File: config.mk
export PLATFORM = sky130hd
export DESIGN_NAME = mef_top
export DESIGN_NICKNAME = d
export VERILOG_FILES = /design/src/logic/mef_pkg.sv /design/src/logic/mef_consec_filter.sv /design/src/logic/mef_blank_window.sv /design/src/logic/mef_top.sv
export VERILOG_INCLUDE_DIRS = /design/src /design/src/logic
export SDC_FILE = /design/constraint.sdc
export NUM_CORES = 1
export LEC_CHECK = 0
export BUFFER_PORTS_ARGS = -buffer_cell sky130_fd_sc_hd__buf_2
export CAP_MARGIN = 10
export CORE_ASPECT_RATIO = 0.6
export CORE_MARGIN = 2
export CORE_UTILIZATION = 40
export DETAILED_ROUTE_END_ITERATION = 16
export PLACE_DENSITY = 0.6
export RECOVER_POWER = 50
export SYNTH_ARGS = -nofsm -noshare
export SYNTH_HDL_FRONTEND = slang
export SYNTH_HIERARCHICAL = 1
export SYNTH_SLANG_ARGS = --single-unit
File: constraint.sdc
create_clock -name aclk -period 7.5 [get_ports aclk]
set_input_delay 0.75 -clock aclk [delete_from_list [all_inputs] [get_ports aclk]]
set_output_delay 0.75 -clock aclk [all_outputs]
set_load 0.1 [all_outputs]
File: src/logic/mef_params.svh
// Notes on behaviour
// - Page select bit 0 routes accesses to page 0, 1 to page 1.
// - Soft reset write of 1 restores all registers; 0 does nothing.
// - Current event after code+1 consecutive high samples at clock/4.
// - Each PWM turn-on starts a current blank of code times 0.5us.
// - While current blank runs, comparator samples are masked.
// - Demag event needs code+1 straight samples; not in sensor mode.
// - Each commutation starts demag blank: 5us..40us, then 60us..200us.
// - In sensor mode no demag blank follows a commutation.
// - Blank times assume 4 MHz; windows count clock cycles and scale.
// - Sensorless samples demag at PWM rate unless high-rate sampling set.
`ifndef MEF_PARAMS_SVH
`define MEF_PARAMS_SVH

`define MEF_OFS_CUR_CFG 8'h00
`define MEF_OFS_DEMAG_CFG 8'h04
`define MEF_OFS_MODE 8'h08
`define MEF_OFS_STATUS 8'h0c

`define MEF_CUR_CFG_RST 8'h00
`define MEF_DEMAG_CFG_RST 8'h0f
`define MEF_MODE_RST 8'h00

`define MEF_PAGE_BIT 7
`define MEF_SOFT_RST_BIT 6
`define MEF_CUR_CNT_LSB 3
`define MEF_CUR_BLANK_LSB 0
`define MEF_DEMAG_CNT_LSB 4
`define MEF_DEMAG_BLANK_LSB 0
`define MEF_MODE_SENSOR_BIT 0
`define MEF_MODE_HF_BIT 1

`define MEF_REF_CLK_KHZ 4000
`define MEF_CUR_BLANK_STEP_NS 500
`define MEF_DEMAG_STEP_LO_NS 5000
`define MEF_DEMAG_BASE_HI_NS 40000
`define MEF_DEMAG_STEP_HI_NS 20000
`define MEF_CUR_BLANK_STEP_CYC \
  ((`MEF_CUR_BLANK_STEP_NS * `MEF_REF_CLK_KHZ) / 1000000)
`define MEF_DEMAG_STEP_LO_CYC \
  ((`MEF_DEMAG_STEP_LO_NS * `MEF_REF_CLK_KHZ) / 1000000)
`define MEF_DEMAG_BASE_HI_CYC \
  ((`MEF_DEMAG_BASE_HI_NS * `MEF_REF_CLK_KHZ) / 1000000)
`define MEF_DEMAG_STEP_HI_CYC \
  ((`MEF_DEMAG_STEP_HI_NS * `MEF_REF_CLK_KHZ) / 1000000)
`define MEF_CUR_SAMPLE_DIV 4

`endif

File: src/logic/mef_pkg.sv
package mef_pkg;
  typedef enum logic [1:0] {
    MEF_RESP_OKAY = 2'b00,
    MEF_RESP_SLVERR = 2'b10
  } mef_resp_type;

  typedef enum logic {
    MEF_WR_COLLECT = 1'b0,
    MEF_WR_RESP = 1'b1
  } mef_wr_state_type;

  typedef enum logic [2:0] {
    MEF_REG_CUR = 3'b000,
    MEF_REG_DEMAG = 3'b001,
    MEF_REG_MODE = 3'b010,
    MEF_REG_STATUS = 3'b011,
    MEF_REG_NONE = 3'b111
  } mef_reg_type;
endpackage

File: src/logic/mef_consec_filter.sv
`timescale 1ns/1ps
module mef_consec_filter #(
  parameter int WIDTH = 3
) (
  // Clock and reset
  input wire logic aclk,
  input wire logic aresetn,
  // Control
  input wire logic clear,
  input wire logic bypass,
  input wire logic [WIDTH-1:0] count_code,
  // Samples
  input wire logic sample_stb,
  input wire logic sample_val,
  // Result
  output logic event_q
);
  logic [WIDTH-1:0] run_q;

  always_ff @(posedge aclk) begin
    if (!aresetn || clear || bypass) begin
      run_q <= '0;
    end else if (sample_stb) begin
      if (!sample_val) begin
        run_q <= '0;
      end else if (run_q != count_code) begin
        run_q <= run_q + 1'b1;
      end
    end
  end

  // Bypass follows the input directly, without waiting for a strobe
  always_ff @(posedge aclk) begin
    if (!aresetn || clear) begin
      event_q <= 1'b0;
    end else if (bypass) begin
      event_q <= sample_val;
    end else if (sample_stb) begin
      event_q <= sample_val && (run_q == count_code);
    end
  end
endmodule

File: src/logic/mef_blank_window.sv
`timescale 1ns/1ps
module mef_blank_window (
  // Clock and reset
  input wire logic aclk,
  input wire logic aresetn,
  // Control
  input wire logic clear,
  input wire logic start,
  input wire logic [9:0] len_cyc,
  // Window
  output logic active_q
);
  logic [9:0] left_q;

  // A restart during a window reloads the full length
  always_ff @(posedge aclk) begin
    if (!aresetn || clear) begin
      left_q <= 10'h000;
    end else if (start) begin
      left_q <= len_cyc;
    end else if (left_q != 10'h000) begin
      left_q <= left_q - 10'h001;
    end
  end

  always_ff @(posedge aclk) begin
    if (!aresetn || clear) begin
      active_q <= 1'b0;
    end else if (start) begin
      active_q <= (len_cyc != 10'h000);
    end else begin
      active_q <= (left_q > 10'h001);
    end
  end
endmodule

File: src/logic/mef_top.sv
// Design decisions made here: the placing of the registers and the AXI4-Lite register port.
`timescale 1ns/1ps
`include "mef_params.svh"
module mef_top (
  // Clock and reset
  input wire logic aclk,
  input wire logic aresetn,
  // AXI4-Lite write address
  input wire logic [7:0] s_axi_awaddr,
  input wire logic [2:0] s_axi_awprot,
  input wire logic s_axi_awvalid,
  output logic s_axi_awready,
  // AXI4-Lite write data
  input wire logic [31:0] s_axi_wdata,
  input wire logic [3:0] s_axi_wstrb,
  input wire logic s_axi_wvalid,
  output logic s_axi_wready,
  // AXI4-Lite write response
  output mef_pkg::mef_resp_type s_axi_bresp,
  output logic s_axi_bvalid,
  input wire logic s_axi_bready,
  // AXI4-Lite read address
  input wire logic [7:0] s_axi_araddr,
  input wire logic [2:0] s_axi_arprot,
  input wire logic s_axi_arvalid,
  output logic s_axi_arready,
  // AXI4-Lite read data
  output logic [31:0] s_axi_rdata,
  output mef_pkg::mef_resp_type s_axi_rresp,
  output logic s_axi_rvalid,
  input wire logic s_axi_rready,
  // Comparator pins
  input wire logic cur_cmp_in,
  input wire logic demag_cmp_in,
  // Motor timing strobes from same-clock logic
  input wire logic pwm_on_evt,
  input wire logic comm_evt,
  input wire logic pwm_off_end_evt,
  input wire logic hf_sample_tick,
  // Results
  output logic page_select,
  output logic motor_regs_rst,
  output logic cur_limit_evt,
  output logic demag_evt,
  output logic cur_blank_active,
  output logic demag_blank_active
);
  import mef_pkg::*;

  // Register decode
  function automatic mef_reg_type reg_decode(input logic [7:0] addr);
    case ({addr[7:2], 2'b00})
      `MEF_OFS_CUR_CFG: reg_decode = MEF_REG_CUR;
      `MEF_OFS_DEMAG_CFG: reg_decode = MEF_REG_DEMAG;
      `MEF_OFS_MODE: reg_decode = MEF_REG_MODE;
      `MEF_OFS_STATUS: reg_decode = MEF_REG_STATUS;
      default: reg_decode = MEF_REG_NONE;
    endcase
  endfunction

  // Blank lengths counted in clock cycles, figures set for a 4 MHz clock
  function automatic logic [9:0] cur_blank_cyc(input logic [2:0] code);
    cur_blank_cyc = 10'({29'h0, code} * `MEF_CUR_BLANK_STEP_CYC);
  endfunction

  function automatic logic [9:0] demag_blank_cyc(input logic [3:0] code);
    if (!code[3]) begin
      demag_blank_cyc = 10'(({28'h0, code} + 32'h1) *
        `MEF_DEMAG_STEP_LO_CYC);
    end else begin
      demag_blank_cyc = 10'(({28'h0, code} - 32'h7) *
        `MEF_DEMAG_STEP_HI_CYC + `MEF_DEMAG_BASE_HI_CYC);
    end
  endfunction

  // Bus state
  mef_wr_state_type wr_state_q;
  logic aw_have_q;
  logic w_have_q;
  logic [7:0] awaddr_q;
  logic [7:0] wdata_q;
  logic wstrb0_q;
  logic do_write;
  mef_reg_type wr_sel;
  mef_reg_type rd_sel;

  // Registers
  logic [7:0] cur_cfg_q;
  logic [7:0] demag_cfg_q;
  logic [7:0] mode_q;
  logic soft_rst_q;

  // Synchronised comparators
  logic cur_meta_q;
  logic cur_sync_q;
  logic demag_meta_q;
  logic demag_sync_q;

  // Sampling
  logic [1:0] presc_q;
  logic cur_tick_q;
  logic sensor_mode;
  logic demag_stb;

  // Filter and window outputs
  logic cur_evt_w;
  logic demag_evt_w;
  logic cur_blank_w;
  logic demag_blank_w;

  assign wr_sel = reg_decode(awaddr_q);
  assign rd_sel = reg_decode(s_axi_araddr);
  assign do_write = aw_have_q && w_have_q && (wr_state_q == MEF_WR_COLLECT);
  assign sensor_mode = mode_q[`MEF_MODE_SENSOR_BIT];

  // Write address channel
  always_ff @(posedge aclk) begin
    if (!aresetn) begin
      aw_have_q <= 1'b0;
      awaddr_q <= 8'h00;
    end else if (s_axi_awvalid && s_axi_awready) begin
      aw_have_q <= 1'b1;
      awaddr_q <= s_axi_awaddr;
    end else if (s_axi_bvalid && s_axi_bready) begin
      aw_have_q <= 1'b0;
    end
  end

  always_ff @(posedge aclk) begin
    if (!aresetn) begin
      s_axi_awready <= 1'b1;
    end else if (s_axi_awvalid && s_axi_awready) begin
      s_axi_awready <= 1'b0;
    end else if (s_axi_bvalid && s_axi_bready) begin
      s_axi_awready <= 1'b1;
    end
  end

  // Write data channel
  always_ff @(posedge aclk) begin
    if (!aresetn) begin
      w_have_q <= 1'b0;
      wdata_q <= 8'h00;
      wstrb0_q <= 1'b0;
    end else if (s_axi_wvalid && s_axi_wready) begin
      w_have_q <= 1'b1;
      wdata_q <= s_axi_wdata[7:0];
      wstrb0_q <= s_axi_wstrb[0];
    end else if (s_axi_bvalid && s_axi_bready) begin
      w_have_q <= 1'b0;
    end
  end

  always_ff @(posedge aclk) begin
    if (!aresetn) begin
      s_axi_wready <= 1'b1;
    end else if (s_axi_wvalid && s_axi_wready) begin
      s_axi_wready <= 1'b0;
    end else if (s_axi_bvalid && s_axi_bready) begin
      s_axi_wready <= 1'b1;
    end
  end

  // Write response
  always_ff @(posedge aclk) begin
    if (!aresetn) begin
      wr_state_q <= MEF_WR_COLLECT;
      s_axi_bvalid <= 1'b0;
      s_axi_bresp <= MEF_RESP_OKAY;
    end else begin
      case (wr_state_q)
        MEF_WR_COLLECT: begin
          if (do_write) begin
            wr_state_q <= MEF_WR_RESP;
            s_axi_bvalid <= 1'b1;
            s_axi_bresp <= (wr_sel == MEF_REG_NONE) ?
              MEF_RESP_SLVERR : MEF_RESP_OKAY;
          end
        end
        MEF_WR_RESP: begin
          if (s_axi_bready) begin
            wr_state_q <= MEF_WR_COLLECT;
            s_axi_bvalid <= 1'b0;
          end
        end
        default: begin
          wr_state_q <= MEF_WR_COLLECT;
          s_axi_bvalid <= 1'b0;
        end
      endcase
    end
  end

  // Read channel; data is captured with the address
  always_ff @(posedge aclk) begin
    if (!aresetn) begin
      s_axi_arready <= 1'b1;
      s_axi_rvalid <= 1'b0;
      s_axi_rdata <= 32'h0000_0000;
      s_axi_rresp <= MEF_RESP_OKAY;
    end else if (s_axi_arvalid && s_axi_arready) begin
      s_axi_arready <= 1'b0;
      s_axi_rvalid <= 1'b1;
      s_axi_rresp <= MEF_RESP_OKAY;
      case (rd_sel)
        MEF_REG_CUR: s_axi_rdata <= {24'h0, cur_cfg_q};
        MEF_REG_DEMAG: s_axi_rdata <= {24'h0, demag_cfg_q};
        MEF_REG_MODE: s_axi_rdata <= {24'h0, mode_q};
        MEF_REG_STATUS: s_axi_rdata <= {26'h0, demag_sync_q, cur_sync_q,
          demag_blank_active, cur_blank_active, demag_evt, cur_limit_evt};
        default: begin
          s_axi_rdata <= 32'h0000_0000;
          s_axi_rresp <= MEF_RESP_SLVERR;
        end
      endcase
    end else if (s_axi_rvalid && s_axi_rready) begin
      s_axi_arready <= 1'b1;
      s_axi_rvalid <= 1'b0;
    end
  end

  // Soft reset is a one-cycle pulse; the bit itself never stores
  always_ff @(posedge aclk) begin
    if (!aresetn) begin
      soft_rst_q <= 1'b0;
    end else begin
      soft_rst_q <= do_write && wstrb0_q && (wr_sel == MEF_REG_CUR) &&
        wdata_q[`MEF_SOFT_RST_BIT];
    end
  end

  always_ff @(posedge aclk) begin
    if (!aresetn || soft_rst_q) begin
      cur_cfg_q <= `MEF_CUR_CFG_RST;
    end else if (do_write && wstrb0_q && (wr_sel == MEF_REG_CUR)) begin
      cur_cfg_q <= wdata_q & ~(8'h01 << `MEF_SOFT_RST_BIT);
    end
  end

  always_ff @(posedge aclk) begin
    if (!aresetn || soft_rst_q) begin
      demag_cfg_q <= `MEF_DEMAG_CFG_RST;
    end else if (do_write && wstrb0_q && (wr_sel == MEF_REG_DEMAG)) begin
      demag_cfg_q <= wdata_q;
    end
  end

  always_ff @(posedge aclk) begin
    if (!aresetn || soft_rst_q) begin
      mode_q <= `MEF_MODE_RST;
    end else if (do_write && wstrb0_q && (wr_sel == MEF_REG_MODE)) begin
      mode_q <= wdata_q & 8'h03;
    end
  end

  // Page routing for the rest of the peripheral's register map
  always_ff @(posedge aclk) begin
    if (!aresetn) begin
      page_select <= 1'b0;
      motor_regs_rst <= 1'b0;
    end else begin
      page_select <= cur_cfg_q[`MEF_PAGE_BIT];
      motor_regs_rst <= soft_rst_q;
    end
  end

  // Comparators come from analog pins, so two flops first
  always_ff @(posedge aclk) begin
    if (!aresetn) begin
      cur_meta_q <= 1'b0;
      cur_sync_q <= 1'b0;
      demag_meta_q <= 1'b0;
      demag_sync_q <= 1'b0;
    end else begin
      cur_meta_q <= cur_cmp_in;
      cur_sync_q <= cur_meta_q;
      demag_meta_q <= demag_cmp_in;
      demag_sync_q <= demag_meta_q;
    end
  end

  // Current sampling tick at a quarter of the clock
  always_ff @(posedge aclk) begin
    if (!aresetn || soft_rst_q) begin
      presc_q <= 2'b00;
      cur_tick_q <= 1'b0;
    end else begin
      presc_q <= presc_q + 2'b01;
      cur_tick_q <= (presc_q == 2'(`MEF_CUR_SAMPLE_DIV - 1));
    end
  end

  // Demag strobe: PWM rate unless high-rate sampling is on
  assign demag_stb = mode_q[`MEF_MODE_HF_BIT] ?
    hf_sample_tick : pwm_off_end_evt;

  mef_blank_window u_cur_blank (
    .aclk(aclk),
    .aresetn(aresetn),
    .clear(soft_rst_q),
    .start(pwm_on_evt),
    .len_cyc(cur_blank_cyc(cur_cfg_q[`MEF_CUR_BLANK_LSB +: 3])),
    .active_q(cur_blank_w)
  );

  mef_blank_window u_demag_blank (
    .aclk(aclk),
    .aresetn(aresetn),
    .clear(soft_rst_q || sensor_mode),
    .start(comm_evt && !sensor_mode),
    .len_cyc(demag_blank_cyc(demag_cfg_q[`MEF_DEMAG_BLANK_LSB +: 4])),
    .active_q(demag_blank_w)
  );

  // A masked comparator counts as a failed sample and breaks the run
  mef_consec_filter #(
    .WIDTH(3)
  ) u_cur_filter (
    .aclk(aclk),
    .aresetn(aresetn),
    .clear(soft_rst_q),
    .bypass(1'b0),
    .count_code(cur_cfg_q[`MEF_CUR_CNT_LSB +: 3]),
    .sample_stb(cur_tick_q),
    .sample_val(cur_sync_q && !cur_blank_w),
    .event_q(cur_evt_w)
  );

  mef_consec_filter #(
    .WIDTH(4)
  ) u_demag_filter (
    .aclk(aclk),
    .aresetn(aresetn),
    .clear(soft_rst_q),
    .bypass(sensor_mode),
    .count_code(demag_cfg_q[`MEF_DEMAG_CNT_LSB +: 4]),
    .sample_stb(demag_stb),
    .sample_val(demag_sync_q && !demag_blank_w),
    .event_q(demag_evt_w)
  );

  always_ff @(posedge aclk) begin
    if (!aresetn) begin
      cur_limit_evt <= 1'b0;
      demag_evt <= 1'b0;
      cur_blank_active <= 1'b0;
      demag_blank_active <= 1'b0;
    end else begin
      cur_limit_evt <= cur_evt_w;
      demag_evt <= demag_evt_w;
      cur_blank_active <= cur_blank_w;
      demag_blank_active <= demag_blank_w;
    end
  end
endmodule

==> impl_metrics.json <==
{
  "max_freq_mhz": 308,
  "routed_via_density": 5.01,
  "fp.dieH_um": 89.8,
  "synth_edf_count": 0,
  "antenna_left": 0,
  "portBuffers": 54,
  "ys_top_cells_by_area": "dfxtp_1 (39%), nand2_1 (4.7%), buf_4 (4.0%), ha_1 (3.6%), nand3_1 (3.5%)",
  "synthAdderAreaFrac_pct": 3.98,
  "hold_class": "reg2reg",
  "hold_start": "presc_q[0]",
  "cts_hold_buf": 0,
  "nFillCells": 1190,
  "synthCells": 559,
  "fin_util_pct": 46.6,
  "synth-xor-area-share_pct": 5.48,
  "dp_cells": 775,
  "r2r_end": "u_demag_blank/active_q",
  "grt_max_degree": 54,
  "hold_violations": 0,
  "hold_ws_ps": 422,
  "final_nets": 707,
  "layout-drive-gt1-share_pct": 14.5,
  "outcome": "finished with violations",
  "dr.first_iter.drc_count": 225,
  "syn_area_per_cell_um2": 8.78,
  "arrival_ps": 3450,
  "rsz0062_at_grt": "false",
  "p_leak_nw": 2.29,
  "pin_count": 118,
  "wirelength_um": 11100,
  "yosys.area.top_type": "dfxtp_1",
  "syn_area_mm2": 0.00491,
  "cts_buffers": 9,
  "slowest_stage": "dfxtp_1",
  "dieArea_mm2": 0.0132,
  "syn_to_final_growth_pct": 14.1,
  "place_congestion": 0.822,
  "gr-usage-all-layers_pct": 17.3,
  "final-instance-count-excl-fill": 792,
  "synth-async-reset-ratio_pct": 0,
  "first_pass_iters": 4,
  "vias": 3965,
  "multi_input_area_mm2": 0.00280,
  "yosysMostFrequentCell": "dfxtp_1",
  "synth_seq_area_share_pct": 38.8,
  "hold_depth": 1,
  "worst_slew_pin_slew_ps": 1860,
  "slowest_delay_ps": 450,
  "critPathKind": "reg2reg",
  "critical_path.most_common_cell": "xnor2_1",
  "r2r-start": "demag_cfg_q[0]",
  "total_power_mw": 1.34,
  "cp-end-kind": "flop",
  "drv_cap": 1,
  "dp_hpwl_um": 8330,
  "regArea_mm2": 0.00190,
  "drc_errors": 0,
  "avgRoutedWirePerCell_um": 14.0,
  "min_period_ps": 3240,
  "clk_pin_slew_ps": 70,
  "ys_ff_latch": 95,
  "grt-ovfl-total": 0,
  "grt_first_pass_wirelength_um": 18400,
  "max-vdd-ir-drop_mv": 0.130,
  "postCtsSetupBuffers": 0,
  "die_w_um": 147,
  "clock_skew_ps": 6.89,
  "synth_simple_gate_area_share_pct": 27.0,
  "synth_top_family_by_area": "simple AND/OR/NAND/NOR gates",
  "finalCritPeriodShare_pct": 43.3,
  "timing.slew.headroom_pct": -24.0,
  "ys_top_cells_by_count": "dfxtp_1 (95), nand2_1 (61), nand3_1 (34), nor2_1 (34), buf_4 (26)",
  "cts_tree": "yes",
  "cts.sinks": 95,
  "crit_path_start_kind": "flop",
  "rr_worst_depth": 14,
  "violations": "max-capacitance violations, max-slew violations",
  "worst-path-max-fanout": 9,
  "required_ps": 7710,
  "synth-compound-area-share_pct": 13.8,
  "setup_viol": 0,
  "yosys_warnings": 6,
  "clock_path_buffers": 2,
  "rows": 31,
  "worstPathCellList": "ha_1 -> xnor2_1 -> inv_1 -> ha_1 -> inv_1 -> fa_1 -> xnor2_1 -> xnor2_1 -> nor2_1 -> a21oi_1 -> nor2_1 -> nand3_1 -> o41ai_1 -> a31oi_1",
  "clock_latency_ps": 350,
  "ys_types": 61,
  "slew_viol_final": 54,
  "core-area_mm2": 0.0120,
  "netlist.area_leader.share_pct": 38.8,
  "fin_setup_tns_ps": 0,
  "r2r_slack_ps": 4260,
  "ctsResizeCount": 0,
  "synth-main-ff-cell": "dfxtp_1",
  "synthMuxAreaShare_pct": 3.21,
  "start_util_pct": 40.8,
  "powerDensity_mw_per_mm2": 239,
  "cts_htree_levels": 3,
  "min_to": "presc_q[0]",
  "antenna_found_initial": 0,
  "cts_root_buf": "clkbuf_16",
  "grt_pass1_vias": 3698
}
-- state kept, by name, indices dropped and copies added (netlist names), 3 cells and up --
| name | cells |
|---|---|
| s_axi_rdata | 8 |
| u_cur_blank/left_q | 10 |
| cur_cfg_q | 7 |
| demag_cfg_q | 8 |
| u_demag_blank/left_q | 10 |
| u_demag_filter/run_q | 4 |
| awaddr_q | 6 |
| wdata_q | 8 |
| u_cur_filter/run_q | 3 |
-- power by group --
group          leakage (nW)  internal (mW)  switching (mW)
clock                 0.173          0.337           0.202
sequential            0.777          0.532          0.0282
combinational          1.34         0.0702           0.169
total                  2.29          0.939           0.400
-- worst max-delay path by stage --
stage | startpoint | endpoint | slack (ps) | cells after the start
final | demag_cfg_q[0] | u_demag_blank/active_q | 4260 | 14
after global placement | demag_cfg_q[0] | u_demag_blank/active_q | 4360 | 14
after floorplan | demag_cfg_q[0] | u_demag_blank/active_q | 4730 | 16
after global routing | demag_cfg_q[0] | u_demag_blank/active_q | 3910 | 14
after CTS | demag_cfg_q[0] | u_demag_blank/active_q | 4260 | 14
after detailed placement | demag_cfg_q[0] | u_demag_blank/active_q | 4280 | 14
-- worst max-delay path, delay by kind of cell (launching register included) --
kind | cells | cell delay (ps)
and+or+nand+nor | 3 | 320
buffers and inverters | 2 | 150
adders and majority gates | 3 | 1030
xor gates and xnor gates | 3 | 690
AOI/OAI and AO/OA | 3 | 480
DFF | 1 | 450
-- per-stage QoR --
stage | setup slack [ps] | area, µm²
floorplan | 4730 | 5080
global placement | 4360 | 5260
detailed placement | 4280 | 5260
CTS | 4260 | 5610
global route | 3910 | 5600
finish | 4260 | 5600
-- layer usage --
layer / vias up / global-route usage (%) / part of all wire (%)
li1: 2016 / - / -
met1: 1849 / 24.8 / 50
met2: 88 / 25.7 / 44
met3: 12 / 4.01 / 5.4
met4: 0 / 5.77 / 0.94
met5: - / 0 / 0
-- cells in the final DEF (no fill, tap or decap), types with 9 or more instances in the layout --
cell type   n
dfxtp_1    95
nand2_1    61
conb_1     46
buf_2      44
nand3_1    34
nor2_1     34
nor2b_1    22
inv_1      19
a21oi_1    19
a21boi_0   18
xnor2_1    17
nor3_1     16
ha_1       14
o21ai_0    12
xor2_1     10
clkbuf_1   10
and2_1      9
mux2i_1     9
clkbuf_16   9
-- kinds of logic (layout without fill, tap and decap cells) --
logic type               count (synthesis)  count (layout)
AO/OA/AOI/OAI                           99              99
XOR/XNOR                                29              29
AND/OR/NAND/NOR                        239             239
multiplexers                            13              13
flip-flops                              95              95
buffers and inverters                   68              90
other                                    1              47
adder cells (fa/ha/maj)                 15              15
-- cell type report --
| cell class | instances | share of cell area [%] |
|---|---|---|
| Clock inverter | 6 | 2.08 |
| Inverter | 19 | 1.27 |
| Antenna cell | 1 | 0.0447 |
| Clock buffer | 10 | 4.27 |
| Sequential cell | 95 | 34.0 |
| Tap cell | 165 | 3.69 |
| Timing Repair Buffer | 55 | 4.74 |
| Multi-Input combinational cell | 441 | 50.0 |
(Power assumes the default switching activity.)
